$ cat src/hdl/wrfs_pkg.sv
// Purpose: Constants and types of the working register file
// Assumes: One core clock, asynchronous active-low reset
// Notes: Shared by the register file and its loop shadow keeper
package wrfs_pkg;

   // ******************************************
   // Sizes and indices
   // ******************************************
   localparam int unsigned NUM_REGS = 16;
   localparam int unsigned CTX_REGS = 4;
   localparam int unsigned STATUS_W = 5;
   localparam logic [3:0] SP_IDX = 4'hF;
   localparam logic [3:0] FILE_IDX = 4'h0;

   // ******************************************
   // Reset values and addresses
   // ******************************************
   localparam logic [15:0] SP_RESET = 16'h0800;
   localparam logic [15:0] FILE_OPERAND_ALIAS_RESET = 16'h0000;
   localparam logic [15:0] FILE_OPERAND_ALIAS_BASE_ADDR = 16'h0000;
   localparam logic [15:0] WORKING_REGISTER_TWO_OFFSET = 16'h0004;

   // ******************************************
   // Saved flag positions
   // ******************************************
   localparam int unsigned FLG_DC = 0;
   localparam int unsigned FLG_C = 1;
   localparam int unsigned FLG_Z = 2;
   localparam int unsigned FLG_OV = 3;
   localparam int unsigned FLG_N = 4;

   typedef logic [15:0] wrfs_word_t;
   typedef enum logic {WRFS_DIRECT, WRFS_FILE} wrfs_sel_t;

   // Mapped window covers all sixteen registers
   function automatic logic wrfsMapHit(input logic [15:0] addr);
      return addr[15:5] == FILE_OPERAND_ALIAS_BASE_ADDR[15:5];
   endfunction

   function automatic wrfs_word_t wrfsLaneMerge(input wrfs_word_t old,
         input wrfs_word_t nw, input logic [1:0] be);
      return {be[1] ? nw[15:8] : old[15:8], be[0] ? nw[7:0] : old[7:0]};
   endfunction

endpackage

$ cat src/hdl/wrfs_loop_if.sv
// Purpose: Carries loop state between register file and loop shadow
// Assumes: Same clock as both modules
// Notes: keeper side owns the shadow flops
interface wrfs_loop_if;
   import wrfs_pkg::*;
   logic saveStb;
   logic restoreStb;
   wrfs_word_t curStart;
   wrfs_word_t curEnd;
   wrfs_word_t curCount;
   wrfs_word_t shStart;
   wrfs_word_t shEnd;
   wrfs_word_t shCount;
   logic restoreVld;
   modport keeper(input saveStb, restoreStb, curStart, curEnd, curCount,
      output shStart, shEnd, shCount, restoreVld);
   modport user(output saveStb, restoreStb, curStart, curEnd, curCount,
      input shStart, shEnd, shCount, restoreVld);
endinterface

$ cat src/hdl/wrfs_loop_shadow.sv
// Purpose: One-level shadow of loop start, end and count
// Assumes: Save and restore strobes are single-cycle pulses
// Notes: No instruction path reaches these flops
module wrfs_loop_shadow
   import wrfs_pkg::*;
(
   input wire logic mclk,
   input wire logic arst_n,
   wrfs_loop_if.keeper lp
);

   // ******************************************
   // Shadow copy
   // ******************************************
   // save on loop start
   always_ff @(posedge mclk or negedge arst_n) begin
      if (!arst_n) begin
         lp.shStart <= FILE_OPERAND_ALIAS_RESET;
         lp.shEnd <= FILE_OPERAND_ALIAS_RESET;
         lp.shCount <= FILE_OPERAND_ALIAS_RESET;
      end else if (lp.saveStb) begin
         lp.shStart <= lp.curStart;
         lp.shEnd <= lp.curEnd;
         lp.shCount <= lp.curCount;
      end
   end

   always_ff @(posedge mclk or negedge arst_n) begin
      if (!arst_n) begin
         lp.restoreVld <= 1'b0;
      end else begin
         lp.restoreVld <= lp.restoreStb & ~lp.saveStb;
      end
   end
endmodule

$ cat src/hdl/wrfs_regfile.sv
// Purpose: Working register array with shadows and init tracking
// Assumes: Decoder drives one-cycle requests on mclk
// Notes: Read data appears one edge after the request
module wrfs_regfile
   import wrfs_pkg::*;
(
   input wire logic mclk,
   input wire logic arst_n,
   input wire logic [3:0] rdAddrA,
   input wire wrfs_sel_t rdSelA,
   input wire logic [3:0] rdAddrB,
   output logic [15:0] rdDataA_q,
   output logic [15:0] rdDataB_q,
   input wire logic wrEn,
   input wire wrfs_sel_t wrSel,
   input wire logic wrByte,
   input wire logic [3:0] wrAddr,
   input wire logic [15:0] wrData,
   input wire logic ptrUse,
   input wire logic [3:0] ptrAddr,
   input wire logic ptrUpdEn,
   input wire logic [15:0] ptrUpdData,
   output logic [15:0] ptrData_q,
   output logic uninitRst_q,
   input wire logic memEn,
   input wire logic memWe,
   input wire logic [15:0] memAddr,
   input wire logic [1:0] memBe,
   input wire logic [15:0] memWdata,
   output logic [15:0] memRdata_q,
   output logic memHit_q,
   input wire logic ctxSave,
   input wire logic ctxRestore,
   input wire logic [4:0] statusIn,
   output logic [4:0] statusOut_q,
   output logic statusLoad_q,
   input wire logic loopDoExec,
   input wire logic loopDoExit,
   input wire logic [15:0] loopStartAddrIn,
   input wire logic [15:0] loopEndAddrIn,
   input wire logic [15:0] loopIterCountIn,
   output logic [15:0] loopStartAddrSh,
   output logic [15:0] loopEndAddrSh,
   output logic [15:0] loopIterCountSh,
   output logic loopRestoreVld
);

   // ******************************************
   // Storage
   // ******************************************
   wrfs_word_t regs_q [NUM_REGS];
   wrfs_word_t regs_d [NUM_REGS];
   logic [NUM_REGS-1:0] init_q;
   logic [NUM_REGS-1:0] init_d;
   wrfs_word_t shW_q [CTX_REGS];
   logic [STATUS_W-1:0] shSt_q;

   logic [3:0] wrIdx;
   logic [3:0] rdIdxA;
   logic [3:0] memIdx;
   logic memHit;
   logic memWr;
   logic memWord;

   // ******************************************
   // Operand selection
   // ******************************************
   // file mode forces register zero
   assign wrIdx = (wrSel == WRFS_FILE) ? FILE_IDX : wrAddr;
   assign rdIdxA = (rdSelA == WRFS_FILE) ? FILE_IDX : rdAddrA;

   assign memHit = memEn & wrfsMapHit(memAddr);
   assign memIdx = memAddr[4:1];
   assign memWr = memHit & memWe & (memBe != 2'b00);
   assign memWord = memBe == 2'b11;

   // ******************************************
   // Next-state of the array
   // ******************************************
   // Later sources override earlier ones
   always_comb begin
      regs_d = regs_q;
      init_d = init_q;
      if (ptrUpdEn) begin
         regs_d[ptrAddr] = ptrUpdData;
         init_d[ptrAddr] = 1'b1;
      end
      if (ctxRestore) begin
         for (int i = 0; i < CTX_REGS; i++) begin
            regs_d[i] = shW_q[i];
            init_d[i] = 1'b1;
         end
      end
      if (wrEn) begin
         if (wrByte) begin
            regs_d[wrIdx] = {regs_d[wrIdx][15:8], wrData[7:0]};
         end else begin
            regs_d[wrIdx] = wrData;
            init_d[wrIdx] = 1'b1;
         end
      end
      if (memWr) begin
         // store lands last, beats pointer update
         regs_d[memIdx] = wrfsLaneMerge(regs_d[memIdx], memWdata, memBe);
         if (memWord) begin
            init_d[memIdx] = 1'b1;
         end
      end
      regs_d[SP_IDX][0] = 1'b0;
      // stack pointer never counts as uninitialized
      init_d[SP_IDX] = 1'b1;
   end

   // ******************************************
   // Array and init flops
   // ******************************************
   // reset values
   always_ff @(posedge mclk or negedge arst_n) begin
      if (!arst_n) begin
         for (int i = 0; i < NUM_REGS; i++) begin
            regs_q[i] <= (i == NUM_REGS - 1) ? SP_RESET : FILE_OPERAND_ALIAS_RESET;
         end
      end else begin
         regs_q <= regs_d;
      end
   end

   // all but stack pointer start uninitialized
   always_ff @(posedge mclk or negedge arst_n) begin
      if (!arst_n) begin
         init_q <= 16'h8000;
      end else begin
         init_q <= init_d;
      end
   end

   // ******************************************
   // Uninitialized pointer check
   // ******************************************
   // pointer use before word write
   always_ff @(posedge mclk or negedge arst_n) begin
      if (!arst_n) begin
         uninitRst_q <= 1'b0;
      end else begin
         uninitRst_q <= ptrUse & ~init_q[ptrAddr];
      end
   end

   // ******************************************
   // Read ports
   // ******************************************
   // Reads return value before this edge's writes
   always_ff @(posedge mclk or negedge arst_n) begin
      if (!arst_n) begin
         rdDataA_q <= FILE_OPERAND_ALIAS_RESET;
         rdDataB_q <= FILE_OPERAND_ALIAS_RESET;
         ptrData_q <= FILE_OPERAND_ALIAS_RESET;
      end else begin
         rdDataA_q <= regs_q[rdIdxA];
         rdDataB_q <= regs_q[rdAddrB];
         ptrData_q <= regs_q[ptrAddr];
      end
   end

   always_ff @(posedge mclk or negedge arst_n) begin
      if (!arst_n) begin
         memRdata_q <= FILE_OPERAND_ALIAS_RESET;
         memHit_q <= 1'b0;
      end else begin
         memHit_q <= memHit;
         memRdata_q <= memHit ? regs_q[memIdx] : FILE_OPERAND_ALIAS_RESET;
      end
   end

   // ******************************************
   // Context save shadow
   // ******************************************
   // one level, save only path in
   always_ff @(posedge mclk or negedge arst_n) begin
      if (!arst_n) begin
         for (int i = 0; i < CTX_REGS; i++) begin
            shW_q[i] <= FILE_OPERAND_ALIAS_RESET;
         end
         shSt_q <= '0;
      end else if (ctxSave) begin
         for (int i = 0; i < CTX_REGS; i++) begin
            shW_q[i] <= regs_q[i];
         end
         shSt_q <= statusIn;
      end
   end

   // flags handed back with a load strobe
   always_ff @(posedge mclk or negedge arst_n) begin
      if (!arst_n) begin
         statusOut_q <= '0;
         statusLoad_q <= 1'b0;
      end else begin
         statusLoad_q <= ctxRestore;
         if (ctxRestore) begin
            statusOut_q <= shSt_q;
         end
      end
   end

   // ******************************************
   // Loop shadow
   // ******************************************
   wrfs_loop_if lp ();

   assign lp.saveStb = loopDoExec;
   assign lp.restoreStb = loopDoExit;
   assign lp.curStart = loopStartAddrIn;
   assign lp.curEnd = loopEndAddrIn;
   assign lp.curCount = loopIterCountIn;
   assign loopStartAddrSh = lp.shStart;
   assign loopEndAddrSh = lp.shEnd;
   assign loopIterCountSh = lp.shCount;
   assign loopRestoreVld = lp.restoreVld;

   wrfs_loop_shadow u_loop (
      .mclk(mclk),
      .arst_n(arst_n),
      .lp(lp)
   );

   // ******************************************
   // Checks
   // ******************************************
   logic postRst_q;
   logic quietWr;

   // Helper marks the first edge after release
   always_ff @(posedge mclk or negedge arst_n) begin
      if (!arst_n) begin
         postRst_q <= 1'b0;
      end else begin
         postRst_q <= 1'b1;
      end
   end

   assign quietWr = !memWr && !ctxRestore;
endmodule

$ cat config.mk
export PLATFORM = sky130hd
export DESIGN_NAME = wrfs_regfile
export DESIGN_NICKNAME = d
export VERILOG_FILES = /design/src/hdl/wrfs_pkg.sv /design/src/hdl/wrfs_loop_if.sv /design/src/hdl/wrfs_loop_shadow.sv /design/src/hdl/wrfs_regfile.sv
export SDC_FILE = /design/constraint.sdc
export NUM_CORES = 2
export LEC_CHECK = 0
export BUFFER_PORTS_ARGS = -buffer_cell sky130_fd_sc_hd__buf_2
export CAP_MARGIN = 20
export CORE_UTILIZATION = 44
export DETAILED_ROUTE_END_ITERATION = 8
export SYNTH_ARGS = -nofsm -noshare
export SYNTH_HDL_FRONTEND = slang
export SYNTH_HIERARCHICAL = 1
export SYNTH_SLANG_ARGS = --single-unit
$ cat constraint.sdc
create_clock -name mclk -period 3.6 [get_ports mclk]
set_input_delay 0.18 -clock mclk [delete_from_list [all_inputs] [get_ports mclk]]
set_output_delay 0.18 -clock mclk [all_outputs]
set_load 0.01 [all_outputs]
==> impl_metrics.csv <==
group,metric,value,unit
layout,drive_gt1_share,36.6,%
layout,stdcell_count,5455,
clocking,cts_sinks,460,
synthesis,ys_seq_area_share,32.8,%
synthesis,syn-instance-count,3614,
detailed_routing,postRouteAntennaNets,0,
critical_path,worst_r2r_endpoint,"regs_q[26]$_DFF_PN0_",
clocking,cts_root_buf,"clkbuf_16",
synthesis,syn_avg_cell_area,9.70,sq um
power_and_ir_drop,power_frac_clock,26.6,%
sta,slew_headroom,19.5,%
synthesis,synth_edf_count,0,
power_and_ir_drop,pwr-share-seq,35.7,%
detailed_routing,route.detailed.drc,0,
synthesis,synth_cell_types,104,
detailed_routing,vias,39100,
hold_path,hold_path_end,"regs_q[55]$_DFF_PN0_",
synthesis,ys_seq_elements,460,
sta,maxSlewViolCount,0,
layout,nFillCells,7001,
synthesis,netlist_area,0.0351,sq mm
power_and_ir_drop,p_leak,0.0189,uW
floorplanning,rows,103,
power_and_ir_drop,power_switching,8490,uW
synthesis,ys_warn_count,6,
detailed_routing,dr.first_iter.drc_count,6803,
layout,area_delta_synth_final,28.2,%
critical_path,startpoint,"wrAddr[0]",
hold_path,hp-class,"in -> reg",
sta,final_hold_viol_count,0,
layout,final_cell_mix,"buf_4, dfrtp_1, nand2_1, o21ai_0, a21oi_1",
floorplanning,dieArea,0.0808,sq mm
placed_design,place_inst,5273,
global_routing,antenna_found_initial,21,
floorplanning,dieHeight,284,microns
placed_design,dpl_worst_slack,-0.581,ns
placed_design,place_area,0.0424,sq mm
critical_path,crit_required,4.06,ns
placed_design,io_buffers,268,
synthesis,ys.flop_type,"dfrtp_1",
critical_path,end_kind,"flop",
layout,final_nets,4494,
floorplanning,die_w,284,microns
layout,design_area,0.0450,sq mm
clocking,cts_buffers,56,
layout,layout_commonest_cell,"buf_4",
clocking,cts_tree,"built",
global_routing,grt_pass1_wl,303000,microns
global_routing,overflow,0,
clocking,htree_levels,2,
sta,setup-violations-final,0,
sta,timing.fmax,281,MHz
placed_design,hpwl,166000,microns
power_and_ir_drop,pwr-share-comb,37.6,%
sta,period_needed,3.56,ns
critical_path,reg2reg_slack,0.13,ns
critical_path,rr_startpoint,"regs_q[26]$_DFF_PN0_",
critical_path,worstRegToRegCells,11,
placed_design,gp_congestion,1.21,
sta,clock_skew,0.0398,ns
detailed_routing,viasPerCell,7.18,
detailed_routing,dr.pass1.iters,8,
floorplanning,core,0.0789,sq mm
critical_path,worst-setup-path-type,"in -> reg",
power_and_ir_drop,swShare,38.0,%
clocking,path_clk_slew,0.06,ns
synthesis,ys_async_sr_fraction,100,%
floorplanning,start_util,44.5,%
power_and_ir_drop,peakVddDrop,0.000373,V
hold_path,hold_depth,4,
clocking,clockBufferDepth,3,
critical_path,startpoint_type,"input pin",
global_routing,grt_pass1_vias,36800,
synthesis,syn_nets,3763,
sta,rsz0062_at_grt,"false",
global_routing,grt_max_degree,87,
detailed_routing,wl_per_cell,40.8,microns
critical_path,cp_max_fo,16,
run,max-cap-violations,0,
layout,finish.utilization,57.0,%
outcome,outcome,"finished clean",
critical_path,arrival,4.02,ns
global_routing,grtUsageTotal,54.3,%
sta,finalCritPeriodShare,98.9,%
clocking,insertion_delay,0.66,ns
sta,tightest_slew,1.20,ns
hold_path,min_from,"memWdata[7]",
power_and_ir_drop,p_per_area,497,mW/mm^2
floorplanning,io_pins,270,
power_and_ir_drop,internal_power,13800,uW
detailed_routing,drt_wl_total,222000,microns
sta,layout_setup_ws,0.0389,ns
==> worst max path at each step <==
stage | endpoint | slack (ns)
global route | regs_q[26]$_DFF_PN0_ | 0.04
CTS | regs_q[26]$_DFF_PN0_ | 0.09
floorplan | regs_q[206]$_DFF_PN0_ | 0.33
finish | regs_q[172]$_DFF_PN0_ | 0.04
detailed placement | regs_q[26]$_DFF_PN0_ | -0.58
global placement | regs_q[26]$_DFF_PN0_ | -0.64
==> power groups by stage <==
stage / sequential (uW) / combinational (uW) / clock (uW)
final: 7980 / 8410 / 5940
after global routing: 8030 / 8790 / 6150
after CTS: 7830 / 8070 / 5950
after detailed placement: 7900 / 7970 / 0
after global placement: 7840 / 7920 / 0
after floorplan: 7330 / 4710 / 0
==> final cells by class <==
cell class / count / area [sq um] / share of cell area (%)
repair buffers: 1036 / 8140 / 18.1
well taps: 1050 / 1310 / 2.92
clock buffers: 82 / 1590 / 3.53
multi-input cells: 2779 / 22000 / 49.0
flip-flops and latches: 460 / 11500 / 25.6
diodes: 14 / 35.0 / 0.0779
clock inverters: 22 / 288 / 0.640
inverters: 12 / 45.0 / 0.100
==> Yosys cell counts, types with 8 or more instances <==
master,n,area [sq um]
a221o_1,12,120
inv_1,11,41.3
a221oi_1,38,333
nor4_1,10,62.6
clkbuf_1,238,893
buf_1,44,165
dfrtp_1,459,11500
a211oi_1,41,308
nand2_1,430,1610
mux2_4,9,135
o21ai_1,9,45.0
and2_1,27,169
mux2_2,193,2170
nand2b_1,23,144
a222oi_1,8,80.1
nor2_1,243,912
a22oi_1,15,113
mux4_2,262,5900
buf_4,21,158
nand3_1,92,460
a31oi_1,21,131
buf_6,9,101
o21ai_0,373,1870
nand4_1,12,75.1
o22ai_1,46,288
o211ai_1,23,173
a21oi_1,299,1500
mux2i_1,263,2630
nor2b_1,39,244
o21a_1,14,105
a21o_1,10,75.1
buf_2,48,240
or3_1,9,56.3
a32o_1,18,180
and3_1,18,113
nor3_1,45,225
o2111ai_1,11,96.3
o221ai_1,19,166
==> kinds of logic (layout without fill, tap and decap cells) <==
group	after synthesis	after routing	share of synthesized area [%]
AOI/OAI and AO/OA	1050	1050	18.6
and+or+nand+nor	1001	1001	13.0
DFF	460	460	32.8
xor gates and xnor gates	1	1	0.0250
muxes	727	727	30.9
buffers and inverters	375	1152	4.61
other	0	14	0
==> flip-flops by register name, indices dropped and copies added (netlist names) <==
name                  flops
init_q                   15
memHit_q                  1
memRdata_q               16
ptrData_q                16
rdDataA_q                16
rdDataB_q                16
regs_q                  255
shSt_q                    5
shW_q                    64
statusLoad_q              1
statusOut_q               5
u_loop/lp.restoreVld      1
u_loop/lp.shCount        16
u_loop/lp.shEnd          16
u_loop/lp.shStart        16
uninitRst_q               1
==> per-layer routing <==
layer | track usage [%] | vias up | share of wire [%]
li1 | - | 15200 | -
met1 | 70.6 | 19000 | 37
met2 | 70.1 | 3961 | 38
met3 | 28.6 | 904 | 18
met4 | 32.5 | 24 | 7.6
met5 | 0.833 | - | 0.062
==> repair_timing <==
item | CTS | global route
hold buffers | 60 | 1
hold endpoints to repair | 140 | 6
buffers inserted | 0 | 0
endpoints found under the setup margin | 0 | 37
gates resized for setup | 0 | 4
==> critical path, cell delays in order <==
cell       delay [ns]
buf_2            0.20
nor2b_1          0.38
nand2_1          0.26
nor2_1           0.77
nor3_1           0.34
buf_4            0.28
a222oi_1         0.40
nand2_1          0.10
a21oi_1          0.18
o21ai_0          0.13
a31oi_1          0.22
o2bb2ai_2        0.39
mux2i_1          0.19
==> through the flow <==
stage	hold slack, ns	total power, uW	setup TNS, ns
2_1_floorplan	-0.116	12000	0
3_3_place_gp	0.248	15800	-41.86
3_5_place_dp	0.260	15900	-42.62
4_1_cts	0.0215	21800	0
5_1_grt	0.0510	23000	0
6_report	0.0371	22300	0
Power figures use the tool's default switching activity.
